## src/mdc_pkg.sv

```systemverilog
// Shared constants for the multichannel DMA controller.
// Assumes a 32-bit peripheral register port and a 32-bit system bus.
package mdc_pkg;

  // ------------------------------------------------------------
  // Sizes
  // ------------------------------------------------------------
  localparam int NCH            = 32;
  localparam int FIFO_DEPTH_DEF = 32;
  localparam int DATA_W         = 32;

  // ------------------------------------------------------------
  // Controller register offsets
  // ------------------------------------------------------------
  localparam logic [11:0] OFS_STATE     = 12'h000;
  localparam logic [11:0] OFS_CONFIG    = 12'h004;
  localparam logic [11:0] OFS_PRI_BASE  = 12'h008;
  localparam logic [11:0] OFS_ALT_BASE  = 12'h00C;
  localparam logic [11:0] OFS_SOFT_TRIG = 12'h014;
  localparam logic [11:0] OFS_BURST_SET = 12'h018;
  localparam logic [11:0] OFS_BURST_CLR = 12'h01C;
  localparam logic [11:0] OFS_BLOCK_SET = 12'h020;
  localparam logic [11:0] OFS_BLOCK_CLR = 12'h024;
  localparam logic [11:0] OFS_ON_SET    = 12'h028;
  localparam logic [11:0] OFS_ON_CLR    = 12'h02C;
  localparam logic [11:0] OFS_SEL_SET   = 12'h030;
  localparam logic [11:0] OFS_SEL_CLR   = 12'h034;
  localparam logic [11:0] OFS_RANK_SET  = 12'h038;
  localparam logic [11:0] OFS_RANK_CLR  = 12'h03C;
  localparam logic [11:0] OFS_FAULT_CLR = 12'h04C;

  // ------------------------------------------------------------
  // Flag unit register offsets
  // ------------------------------------------------------------
  localparam logic [11:0] OFS_FLAG_A = 12'h000;
  localparam logic [11:0] OFS_FLAG_B = 12'h004;
  localparam logic [11:0] OFS_FLAG_C = 12'h008;

  // ------------------------------------------------------------
  // Fixed values and reset values
  // ------------------------------------------------------------
  localparam logic [31:0] STATE_FIXED  = 32'h101F_0000;
  localparam logic [21:0] PRI_BASE_RST = 22'h00_0000;
  localparam int          BASE_LSB     = 10;
  localparam logic [31:0] ALT_OFFSET   = 32'h0000_0200;

  // ------------------------------------------------------------
  // Descriptor layout: 16 bytes per channel
  // ------------------------------------------------------------
  localparam logic [1:0] DW_SRC  = 2'h0;
  localparam logic [1:0] DW_DST  = 2'h1;
  localparam logic [1:0] DW_CTRL = 2'h2;
  localparam int CF_CYCLE_LSB = 0;
  localparam int CF_NEXT_BURST = 3;
  localparam int CF_COUNT_LSB = 4;
  localparam int CF_SSIZE_LSB = 24;
  localparam int CF_SINC_LSB  = 26;
  localparam int CF_DSIZE_LSB = 28;
  localparam int CF_DINC_LSB  = 30;
  localparam logic [1:0] INC_FIXED = 2'h3;

  // ------------------------------------------------------------
  // System bus encodings
  // ------------------------------------------------------------
  localparam logic [1:0] HTRANS_IDLE   = 2'h0;
  localparam logic [1:0] HTRANS_NONSEQ = 2'h2;
  localparam logic [2:0] HSIZE_WORD    = 3'h2;

  typedef enum logic [2:0] {
    MODE_STOP, MODE_BASIC, MODE_AUTO, MODE_PINGPONG,
    MODE_MSG_PRI, MODE_MSG_ALT, MODE_PSG_PRI, MODE_PSG_ALT
  } mdc_mode_t;

endpackage
```

## src/mdc_fifo_if.sv

```systemverilog
// Element stream between the transfer engine and its staging FIFO.
// Assumes both ends run on the same clock.
`timescale 1ns/100ps
interface mdc_fifo_if #(parameter int W = 32);
  logic         flush;
  logic         in_valid;
  logic         in_ready;
  logic [W-1:0] in_data;
  logic         out_valid;
  logic         out_ready;
  logic [W-1:0] out_data;
  modport prod  (output flush, in_valid, in_data, out_ready,
                 input  in_ready, out_valid, out_data);
  modport store (input  flush, in_valid, in_data, out_ready,
                 output in_ready, out_valid, out_data);
endinterface

```

## src/mdc_arbiter.sv

```systemverilog
// Fixed-priority channel picker with a raised group.
// Assumes requests are already gated by enables and masks.
`timescale 1ns/100ps
module mdc_arbiter #(
  parameter int N = 32
) (
  // Requests
  input  wire logic [N-1:0]         req_in,
  input  wire logic [N-1:0]         high_in,
  // Winner
  output logic                      valid_out,
  output logic [$clog2(N)-1:0]      idx_out
);
  wire [N-1:0] hi_req = req_in & high_in;
  wire [N-1:0] pool   = (|hi_req) ? hi_req : req_in;

  always_comb
  begin
    valid_out = |req_in;
    idx_out   = '0;
    // Descending scan, so the lowest number is written last and wins
    for (int i = N - 1; i >= 0; i--)
      if (pool[i])
        idx_out = ($clog2(N))'(i);
  end
endmodule // mdc_arbiter

```

## src/mdc_dma.sv

```systemverilog
// Multichannel DMA controller: register port, flag unit, arbiter and
// a single-beat system bus master moving elements through a FIFO.
// Assumes the requesting peripherals and the bus run on clock_in.
`timescale 1ns/100ps
module mdc_dma #(
  parameter int FIFO_DEPTH = mdc_pkg::FIFO_DEPTH_DEF
) (
  // Clock and reset
  input  wire logic                    clock_in,
  input  wire logic                    resetn_in,
  // Register port
  input  wire logic                    psel_in,
  input  wire logic                    psel_flag_in,
  input  wire logic                    penable_in,
  input  wire logic                    pwrite_in,
  input  wire logic [11:0]             paddr_in,
  input  wire logic [31:0]             pwdata_in,
  output logic      [31:0]             prdata_out,
  output logic                         pready_out,
  output logic                         pslverr_out,
  // Peripheral requests
  input  wire logic [mdc_pkg::NCH-1:0] req_burst_in,
  input  wire logic [mdc_pkg::NCH-1:0] req_single_in,
  output logic      [mdc_pkg::NCH-1:0] done_out,
  // System bus master
  output logic      [31:0]             haddr_out,
  output logic      [1:0]              htrans_out,
  output logic                         hwrite_out,
  output logic      [2:0]              hsize_out,
  output logic      [31:0]             hwdata_out,
  input  wire logic [31:0]             hrdata_in,
  input  wire logic                    hready_in,
  input  wire logic                    hresp_in,
  // Interrupts
  output logic                         irq_done_out,
  output logic                         irq_err_out
);
  import mdc_pkg::*;

  typedef enum logic [2:0] {
    ST_IDLE, ST_FETCH, ST_READ, ST_WRITE, ST_WBACK
  } mdc_state_t;

  // ------------------------------------------------------------
  // State
  // ------------------------------------------------------------
  logic            run_q;
  logic [21:0]     pri_base_q;
  logic [NCH-1:0]  burst_q, mask_q, on_q, alt_q, rank_q, swp_q;
  logic [NCH-1:0]  done_q, errf_q, done_pulse_q;
  logic            fault_q;
  logic [31:0]     prdata_q;
  mdc_state_t      state_q;
  logic [4:0]      ch_q;
  logic [1:0]      word_q;
  logic [31:0]     src_q, dst_q, ctrl_q, hwdata_q;
  logic [10:0]     rd_left_q, wr_left_q;
  logic            dph_q;
  logic [1:0]      lane_q;

  mdc_fifo_if #(.W(DATA_W)) fq ();

  // ------------------------------------------------------------
  // Register port decode
  // ------------------------------------------------------------
  wire         wr_dma = psel_in & penable_in & pwrite_in;
  wire         setup  = (psel_in | psel_flag_in) & ~penable_in;
  wire [31:0]  wd     = pwdata_in;
  wire [31:0]  alt_base;
  logic [31:0] rd_val;
  logic        dma_hit;
  logic        flag_hit;

  function automatic logic [NCH-1:0] strobe(input logic [11:0] ofs);
    strobe = (wr_dma && paddr_in == ofs) ? wd : '0;
  endfunction

  wire [NCH-1:0] w_trig      = strobe(OFS_SOFT_TRIG);
  wire [NCH-1:0] w_burst_set = strobe(OFS_BURST_SET);
  wire [NCH-1:0] w_burst_clr = strobe(OFS_BURST_CLR);
  wire [NCH-1:0] w_block_set = strobe(OFS_BLOCK_SET);
  wire [NCH-1:0] w_block_clr = strobe(OFS_BLOCK_CLR);
  wire [NCH-1:0] w_on_set    = strobe(OFS_ON_SET);
  wire [NCH-1:0] w_on_clr    = strobe(OFS_ON_CLR);
  wire [NCH-1:0] w_sel_set   = strobe(OFS_SEL_SET);
  wire [NCH-1:0] w_sel_clr   = strobe(OFS_SEL_CLR);
  wire [NCH-1:0] w_rank_set  = strobe(OFS_RANK_SET);
  wire [NCH-1:0] w_rank_clr  = strobe(OFS_RANK_CLR);
  wire [NCH-1:0] w_fault_clr = strobe(OFS_FAULT_CLR);
  wire           w_cfg       = wr_dma && paddr_in == OFS_CONFIG;
  wire           w_base      = wr_dma && paddr_in == OFS_PRI_BASE;

  assign alt_base = {pri_base_q, 10'h000} + ALT_OFFSET;

  always_comb
  begin
    rd_val  = '0;
    dma_hit = 1'b1;
    case (paddr_in)
      OFS_STATE:     rd_val = STATE_FIXED | {31'h0, run_q};
      OFS_PRI_BASE:  rd_val = {pri_base_q, 10'h000};
      OFS_ALT_BASE:  rd_val = alt_base;
      OFS_BURST_SET: rd_val = burst_q;
      OFS_BLOCK_SET: rd_val = mask_q;
      OFS_ON_SET:    rd_val = on_q;
      OFS_SEL_SET:   rd_val = alt_q;
      OFS_RANK_SET:  rd_val = rank_q;
      OFS_FAULT_CLR: rd_val = {31'h0, fault_q};
      OFS_CONFIG, OFS_SOFT_TRIG, OFS_BURST_CLR, OFS_BLOCK_CLR, OFS_ON_CLR,
      OFS_SEL_CLR, OFS_RANK_CLR: rd_val = '0;
      default:       dma_hit = 1'b0;
    endcase
    flag_hit = 1'b1;
    if (psel_flag_in)
    begin
      // Flag unit: A completion, B bus error, C unit summary
      case (paddr_in)
        OFS_FLAG_A: rd_val = done_q;
        OFS_FLAG_B: rd_val = errf_q;
        OFS_FLAG_C: rd_val = {30'h0, |errf_q, |done_q};
        default:
        begin
          rd_val   = '0;
          flag_hit = 1'b0;
        end
      endcase
    end
  end

  assign pready_out  = 1'b1;
  assign pslverr_out = penable_in & ((psel_in & ~dma_hit) | (psel_flag_in & ~flag_hit));
  assign prdata_out  = prdata_q;

  // ------------------------------------------------------------
  // Arbitration
  // ------------------------------------------------------------
  wire [NCH-1:0] hw_req = (req_burst_in | (req_single_in & ~burst_q)) & ~mask_q;
  wire [NCH-1:0] elig   = (swp_q | hw_req) & on_q & {NCH{run_q}};
  logic          g_valid;
  logic [4:0]    g_idx;

  mdc_arbiter #(.N(NCH)) u_arb (
    .req_in    (elig),
    .high_in   (rank_q),
    .valid_out (g_valid),
    .idx_out   (g_idx)
  );

  // ------------------------------------------------------------
  // Bus master access control
  // ------------------------------------------------------------
  wire mdc_mode_t mode     = mdc_mode_t'(ctrl_q[CF_CYCLE_LSB +: 3]);
  wire [1:0]      ssize    = ctrl_q[CF_SSIZE_LSB +: 2];
  wire [1:0]      dsize    = ctrl_q[CF_DSIZE_LSB +: 2];
  wire [1:0]      sinc     = ctrl_q[CF_SINC_LSB +: 2];
  wire [1:0]      dinc     = ctrl_q[CF_DINC_LSB +: 2];
  wire [31:0]     desc_adr = (alt_q[ch_q] ? alt_base : {pri_base_q, 10'h000})
                             + {23'h0, ch_q, 4'h0};
  logic           bus_req;
  logic           bus_wr;
  logic [31:0]    bus_addr;
  logic [1:0]     bus_size;

  always_comb
  begin
    bus_req  = 1'b0;
    bus_wr   = 1'b0;
    bus_addr = '0;
    bus_size = HSIZE_WORD[1:0];
    case (state_q)
      ST_FETCH:
      begin
        bus_req  = 1'b1;
        bus_addr = desc_adr + {28'h0, word_q, 2'h0};
      end
      ST_READ:
      begin
        // No read is issued unless the FIFO can take its data
        bus_req  = (rd_left_q != '0) & fq.in_ready;
        bus_addr = src_q;
        bus_size = ssize;
      end
      ST_WRITE:
      begin
        bus_req  = fq.out_valid;
        bus_wr   = 1'b1;
        bus_addr = dst_q;
        bus_size = dsize;
      end
      ST_WBACK:
      begin
        bus_req  = 1'b1;
        bus_wr   = 1'b1;
        bus_addr = desc_adr + {28'h0, DW_CTRL, 2'h0};
      end
      default: bus_req = 1'b0;
    endcase
  end

  wire addr_go  = bus_req & ~dph_q & hready_in;
  wire dat_done = dph_q & hready_in;
  wire bus_err  = dat_done & hresp_in;
  wire dat_ok   = dat_done & ~hresp_in;

  assign htrans_out = (bus_req & ~dph_q) ? HTRANS_NONSEQ : HTRANS_IDLE;
  assign haddr_out  = bus_addr;
  assign hwrite_out = bus_wr;
  assign hsize_out  = {1'b0, bus_size};
  assign hwdata_out = hwdata_q;

  // ------------------------------------------------------------
  // Element lanes and address steps
  // ------------------------------------------------------------
  wire [31:0] rd_shift = hrdata_in >> {lane_q, 3'h0};
  wire [31:0] rd_elem  = (ssize == 2'h0) ? {24'h0, rd_shift[7:0]} :
                         (ssize == 2'h1) ? {16'h0, rd_shift[15:0]} : rd_shift;
  wire [31:0] wr_elem  = (dsize == 2'h0) ? {4{fq.out_data[7:0]}} :
                         (dsize == 2'h1) ? {2{fq.out_data[15:0]}} : fq.out_data;
  wire [31:0] s_step   = (sinc == INC_FIXED) ? 32'h0 : (32'h1 << ssize);
  wire [31:0] d_step   = (dinc == INC_FIXED) ? 32'h0 : (32'h1 << dsize);

  assign fq.flush     = bus_err;
  assign fq.in_valid  = (state_q == ST_READ) & dat_ok;
  assign fq.in_data   = rd_elem;
  assign fq.out_ready = (state_q == ST_WRITE) & addr_go;

  // ------------------------------------------------------------
  // Channel events from the engine
  // ------------------------------------------------------------
  wire [NCH-1:0] ch_oh   = NCH'(1) << ch_q;
  wire           fetch_c = (state_q == ST_FETCH) & dat_ok & (word_q == DW_CTRL);
  wire           is_stop = fetch_c & (hrdata_in[CF_CYCLE_LSB +: 3] == 3'(MODE_STOP));
  wire           fin     = (state_q == ST_WBACK) & dat_ok;
  wire           m_end   = (mode == MODE_BASIC) | (mode == MODE_AUTO);
  wire           m_ret   = (mode == MODE_MSG_PRI) | (mode == MODE_MSG_ALT)
                           | (mode == MODE_PSG_PRI);
  wire           f_done  = is_stop | (fin & (m_end | mode == MODE_PINGPONG));
  wire [NCH-1:0] ev_done   = ch_oh & {NCH{f_done}};
  wire [NCH-1:0] ev_stop   = ch_oh & {NCH{is_stop | bus_err | (fin & m_end)}};
  wire [NCH-1:0] ev_toggle = ch_oh & {NCH{fin & (mode >= MODE_PINGPONG)}};
  wire [NCH-1:0] ev_repend = ch_oh & {NCH{fin & m_ret}};
  wire [NCH-1:0] ev_burst  = ch_oh & {NCH{fin & (mode == MODE_PSG_ALT)
                                          & ctrl_q[CF_NEXT_BURST]}};
  wire [NCH-1:0] ev_err    = ch_oh & {NCH{bus_err}};
  wire [NCH-1:0] grant_oh  = NCH'(1) << g_idx;
  wire           take      = (state_q == ST_IDLE) & g_valid;
  wire [NCH-1:0] taken     = grant_oh & {NCH{take}};

  // ------------------------------------------------------------
  // Register updates; hardware set wins over software clear
  // ------------------------------------------------------------
  always_ff @(posedge clock_in or negedge resetn_in)
  begin
    if (!resetn_in)
    begin
      run_q      <= 1'b0;
      pri_base_q <= PRI_BASE_RST;
      prdata_q   <= '0;
      fault_q    <= 1'b0;
    end
    else
    begin
      if (w_cfg)
        run_q <= wd[0];
      if (w_base)
        pri_base_q <= wd[31:BASE_LSB];
      if (setup)
        prdata_q <= rd_val;
      fault_q <= (fault_q & ~w_fault_clr[0]) | bus_err;
    end
  end

  always_ff @(posedge clock_in or negedge resetn_in)
  begin
    if (!resetn_in)
    begin
      burst_q      <= '0;
      mask_q       <= '0;
      on_q         <= '0;
      alt_q        <= '0;
      rank_q       <= '0;
      swp_q        <= '0;
      done_q       <= '0;
      errf_q       <= '0;
      done_pulse_q <= '0;
    end
    else
    begin
      burst_q      <= (burst_q & ~w_burst_clr) | w_burst_set | ev_burst;
      mask_q       <= (mask_q | w_block_set) & ~w_block_clr;
      on_q         <= (on_q & ~ev_stop & ~w_on_clr) | w_on_set;
      alt_q        <= ((alt_q & ~w_sel_clr) | w_sel_set) ^ ev_toggle;
      rank_q       <= (rank_q | w_rank_set) & ~w_rank_clr;
      swp_q        <= (swp_q & ~taken) | w_trig | ev_repend;
      done_q       <= (done_q & ~w_on_set) | ev_done;
      errf_q       <= (errf_q & ~{NCH{w_fault_clr[0]}}) | ev_err;
      done_pulse_q <= ev_done;
    end
  end

  assign done_out     = done_pulse_q;
  assign irq_done_out = |done_q;
  assign irq_err_out  = fault_q;

  // ------------------------------------------------------------
  // Transfer engine
  // ------------------------------------------------------------
  always_ff @(posedge clock_in or negedge resetn_in)
  begin
    if (!resetn_in)
    begin
      dph_q    <= 1'b0;
      lane_q   <= '0;
      hwdata_q <= '0;
    end
    else
    begin
      if (addr_go)
        dph_q <= 1'b1;
      else if (dat_done)
        dph_q <= 1'b0;
      if (addr_go)
        lane_q <= bus_addr[1:0];
      if (addr_go && state_q == ST_WRITE)
        hwdata_q <= wr_elem;
      else if (addr_go && state_q == ST_WBACK)
        hwdata_q <= {ctrl_q[31:3], 3'(MODE_STOP)};
    end
  end

  always_ff @(posedge clock_in or negedge resetn_in)
  begin
    if (!resetn_in)
    begin
      state_q   <= ST_IDLE;
      ch_q      <= '0;
      word_q    <= '0;
      src_q     <= '0;
      dst_q     <= '0;
      ctrl_q    <= '0;
      rd_left_q <= '0;
      wr_left_q <= '0;
    end
    else if (bus_err)
      state_q <= ST_IDLE;
    else
    begin
      case (state_q)
        ST_IDLE:
          if (g_valid)
          begin
            ch_q    <= g_idx;
            word_q  <= DW_SRC;
            state_q <= ST_FETCH;
          end
        ST_FETCH:
          if (dat_ok)
          begin
            word_q <= word_q + 2'h1;
            if (word_q == DW_SRC)
              src_q <= hrdata_in;
            if (word_q == DW_DST)
              dst_q <= hrdata_in;
            if (word_q == DW_CTRL)
            begin
              ctrl_q    <= hrdata_in;
              rd_left_q <= {1'b0, hrdata_in[CF_COUNT_LSB +: 10]} + 11'h001;
              wr_left_q <= {1'b0, hrdata_in[CF_COUNT_LSB +: 10]} + 11'h001;
              state_q   <= is_stop ? ST_IDLE : ST_READ;
            end
          end
        ST_READ:
        begin
          if (addr_go)
          begin
            src_q     <= src_q + s_step;
            rd_left_q <= rd_left_q - 11'h001;
          end
          if (!dph_q && !addr_go && (rd_left_q == '0 || !fq.in_ready))
            state_q <= ST_WRITE;
        end
        ST_WRITE:
        begin
          if (addr_go)
          begin
            dst_q     <= dst_q + d_step;
            wr_left_q <= wr_left_q - 11'h001;
          end
          if (!dph_q && !fq.out_valid)
            state_q <= (wr_left_q == '0) ? ST_WBACK : ST_READ;
        end
        ST_WBACK:
          if (dat_ok)
            state_q <= ST_IDLE;
        default: state_q <= ST_IDLE;
      endcase
    end
  end

  mdc_fifo #(.W(DATA_W), .DEPTH(FIFO_DEPTH)) u_fifo (
    .clock_in  (clock_in),
    .resetn_in (resetn_in),
    .f         (fq)
  );
endmodule // mdc_dma

```

## src/mdc_fifo.sv

```systemverilog
// Staging FIFO for read elements awaiting their write.
// Assumes DEPTH is a power of two.
`timescale 1ns/100ps
module mdc_fifo #(
  parameter int W     = 32,
  parameter int DEPTH = 32
) (
  // Clock and reset
  input wire logic    clock_in,
  input wire logic    resetn_in,
  // Stream
  mdc_fifo_if.store   f
);
  localparam int AW = $clog2(DEPTH);

  logic [W-1:0] mem_q [DEPTH];
  logic [AW-1:0] wp_q;
  logic [AW-1:0] rp_q;
  logic [AW:0]   cnt_q;
  wire           push = f.in_valid & f.in_ready;
  wire           pop  = f.out_valid & f.out_ready;

  assign f.in_ready  = (cnt_q != (AW+1)'(DEPTH));
  assign f.out_valid = (cnt_q != '0);
  assign f.out_data  = mem_q[rp_q];

  always_ff @(posedge clock_in)
  begin
    if (push)
      mem_q[wp_q] <= f.in_data;
  end

  always_ff @(posedge clock_in or negedge resetn_in)
  begin
    if (!resetn_in)
    begin
      wp_q  <= '0;
      rp_q  <= '0;
      cnt_q <= '0;
    end
    else if (f.flush)
    begin
      wp_q  <= '0;
      rp_q  <= '0;
      cnt_q <= '0;
    end
    else
    begin
      wp_q  <= wp_q + AW'(push);
      rp_q  <= rp_q + AW'(pop);
      cnt_q <= cnt_q + (AW+1)'(push) - (AW+1)'(pop);
    end
  end
endmodule // mdc_fifo

```

## config.mk

```make
export PLATFORM = sky130hd
export DESIGN_NAME = mdc_dma
export DESIGN_NICKNAME = d
export VERILOG_FILES = /design/src/mdc_pkg.sv /design/src/mdc_fifo_if.sv /design/src/mdc_arbiter.sv /design/src/mdc_dma.sv /design/src/mdc_fifo.sv
export SDC_FILE = /design/constraint.sdc
export NUM_CORES = 2
export LEC_CHECK = 0
export ABC_AREA = 1
export BUFFER_PORTS_ARGS = -buffer_cell sky130_fd_sc_hd__buf_2
export CORE_MARGIN = 2
export CORE_UTILIZATION = 25
export DETAILED_ROUTE_END_ITERATION = 10
export PLACE_DENSITY = 0.45
export SLEW_MARGIN = 30
export SYNTH_ARGS = -nofsm -noshare
export SYNTH_HDL_FRONTEND = slang
export SYNTH_SLANG_ARGS = --single-unit
export TNS_END_PERCENT = 30
```

## constraint.sdc

```tcl
create_clock -name clock_in -period 8.83 [get_ports clock_in]
set_clock_uncertainty 0.1 [all_clocks]
set_input_delay 1.3245 -clock clock_in [delete_from_list [all_inputs] [get_ports clock_in]]
set_output_delay 1.3245 -clock clock_in [all_outputs]
set_load 0.02 [all_outputs]
```

==> flow_summary.yaml <==
global_routing:
  grt_first_pass_wirelength_mm: 423
  gr-usage-met1: 0.274
  grt_max_degree: 180
  grt_use_total: 0.206
  global_route_hottest_layer: "met2"
  globalRouteOverflowTotal: 0
  grt_use_met2: 0.319
  antenna_found_initial: 14
  gr-usage-met3: 0.0347
  grt_pass1_vias: 54500
setup_path:
  r2r.worst_path.cells: 22
  required_ns: 7.41
  timing.critical_path.to_type: "output port"
  setup.worst_path.start_class: "primary input"
  cp_max_fo: 22
  cp.arrival_ns: 4.23
  worstSetupPathType: "primary input to output port"
  rrSetupSlack_ns: 3.62
  timing.rr.start: "state_q[0]"
  worstReg2RegEnd: "u_fifo.cnt_q[5]"
sta:
  slew_viol_final: 0
  final.setup.tns_ns: 0
  report.final.setup_viol: 0
  report.final.hold_viol_count: 0
  fin_crit_sh: 0.640
  grt_setup_unrepaired: "no"
  worst_slew_pin_slew_ns: 1.15
  period_needed_ns: 5.65
  max_freq_mhz: 177
  worst_slew_margin_rel: 0.234
clocking:
  clock-root-buffer: "clkbuf_16"
  max-clock-path-buffers: 3
  postCtsSetupBuffers: 0
  cts-hold-fix-buffers: 0
  clock_insertion_delay_worst_skew_ns: 0.87
  cts_tree: "yes"
  clkTransAtPathRegs_ns: 0.06
  cts_sinks: 1547
  number_of_h_tree_branching_levels: 4
  numCtsBuffers: 178
  cts_repair_resize_count: 0
synth:
  yosys_register_bits: 1547
  synth_xor_area_frac: 0.00575
  synth_largest_area_cell: "edfxtp_1"
  number_of_flops_mapped_to_enable_cells_by_yosys: 1024
  synth_flop_cell: "edfxtp_1"
  synth_top_family_by_area: "compound AO/OA/AOI/OAI gates"
  ys_types: 58
  synth_top_area_share: 0.439
  mappedNetlistArea_mm2: 0.0701
  synth_seq_area_share: 0.626
  synth.mux.area_fraction: 0.00386
  yosys.cell_count.top_type: "nand2_1"
  synth_fa_ha_area_frac: 0.00568
  syn-instance-count: 7092
  netlist_top_cells_count: "nand2_1, o21ai_0, edfxtp_1"
  asyncSetResetFlopFracSynth: 0.338
  synth.top_cells.by_area: "edfxtp_1, dfrtp_1, o21ai_0, nand2_1, nor2_1"
  synth-compound-area-share: 0.167
  yosys_warnings: 0
  synth_simple_gate_area_frac: 0.133
  syn_avg_cell_area_um2: 9.88
routing:
  drt-initial-drc-count: 6624
  drt_first_pass_iters: 7
  route.detailed.drc: 0
  via_per_inst: 5.15
  num_vias: 57300
  wl_mm: 302
  ant_nets: 0
  post_drt_wl_per_cell_um: 27.1
place:
  dpl_cell_area_mm2: 0.0764
  gpl.final_weighted_congestion: 0.964
  placed_wire_length_estimate_after_detailed_placement_mm: 193
  portBuffers: 282
floorplan:
  floorplan.die.width_um: 533
  io-pin-count: 286
  initial_utilization: 0.251
  rows: 194
  core_area_mm2: 0.279
  dieArea_mm2: 0.285
  chipHeight_um: 533
layout:
  layout.cell_area.non_filler_mm2: 0.0823
  largest_register_ff_count: 1024
  max_flop_register: "u_fifo.mem_q"
  layout-drive-gt1-share: 0.115
  signed_area_change_from_the_synthesized_netlist_to_the_final_layout_pct: 17.5
  design.final.nets: 7440
flow_run:
  maxCapViolations: 0
pwr:
  power.total_w: 0.0230
  vdd.ir_drop.worst_mv: 0.214
  p_per_cell_area_mw_per_mm2: 279
  total_leakage_power_nw: 31.2
min_path:
  holdCritPathClass: "primary input to async pin"
status:
  run_status: "finished, final reports clean"
-- layout by cell type (no fill, tap or decap), types with 11 or more instances in the layout --
master	netlist	routed
clkinv_1	12	26
nor3_2	0	11
nand4_1	39	39
o22ai_1	311	311
o32ai_1	16	14
nand2_2	13	18
o21bai_1	18	18
buf_4	3	118
nand3_2	9	13
ha_1	27	27
nor2_4	2	40
clkbuf_16	0	182
nand3_1	167	162
a2111oi_0	47	46
dfrtp_1	523	518
clkbuf_8	0	23
nor3_1	64	53
xnor2_1	37	37
o21a_1	18	18
a21oi_1	256	247
clkinv_2	0	26
nand2_1	1221	1212
o221ai_1	41	41
o211ai_1	101	101
nor4_1	26	26
inv_2	33	34
nor2_1	769	709
mux2i_1	27	27
nor2_2	2	24
edfxtp_1	1024	1024
a2111o_1	14	14
a31oi_1	22	21
a221oi_1	40	40
clkbuf_1	395	55
o21ai_0	1099	1088
buf_2	2	281
inv_1	615	612
-- routing by layer --
metal / up-vias / wire [um]
li1: 25200 / -
met1: 28900 / 128000
met2: 2654 / 135000
met3: 625 / 21400
met4: 6 / 18000
met5: - / 46
-- cell families after synthesis --
family                     Yosys count
and+or+nand+nor                   2325
other                                2
xor gates and xnor gates            46
adders and majority gates           30
buffers and inverters             1089
muxes                               27
AOI/OAI and AO/OA                 2026
DFF                               1547
-- where the power goes --
part           internal [W]  switching [W]  leakage [nW]  total, W
Combinational       0.00147        0.00460          12.7   0.00606
Clock               0.00430        0.00318          2.85   0.00748
Sequential          0.00905       0.000404          15.7   0.00945
Total                0.0148        0.00819          31.2    0.0230
-- metrics by stage --
| step | std cells | util | setup slack [ns] | hold slack [ns] |
|---|---|---|---|---|
| finish | 11100 | 0.295 | 3.18 | 0.228 |
| CTS | 11100 | 0.295 | 3.16 | 0.383 |
| global placement | 10800 | 0.273 | 3.18 | 0.364 |
| detailed placement | 10800 | 0.274 | 3.17 | 0.365 |
| global route | 11100 | 0.295 | 3.03 | 0.215 |
| floorplan | 7093 | - | 4.63 | 0.342 |
-- critical path: stages --
cell and delay, ns:
buf_2 0.12, nor2_1 0.06, inv_1 0.07, nor2_1 0.06, inv_1 0.07, nor2_1 0.11, inv_1 0.12, nor2_2 0.04
buf_4 0.28, inv_1 0.10, buf_4 0.36, nand2_1 0.13, a2111oi_1 0.79, nand3_1 0.19, a21oi_1 0.17, buf_2 0.19
-- cell type report --
class	instances	area, um^2
Inverter	660	2490
Multi-Input combinational cell	4457	22800
Sequential cell	1547	43900
Fill cell	29100	197000
Antenna cell	7	17.5
Tap cell	3724	4660
Clock inverter	68	763
Timing Repair Buffer	418	2710
Clock buffer	260	5080
-- worst max-delay path by stage --
stage / slack [ns] / endpoint / start
after floorplan: 4.63 / pslverr_out / paddr_in[9]
after global placement: 3.18 / pslverr_out / paddr_in[7]
after detailed placement: 3.17 / swp_q[27] / req_single_in[0]
after CTS: 3.16 / u_fifo.cnt_q[4] / rd_left_q[0]
after global routing: 3.03 / pslverr_out / paddr_in[6]
final: 3.18 / pslverr_out / paddr_in[7]
No activity file was read; power rests on OpenSTA's default activity.
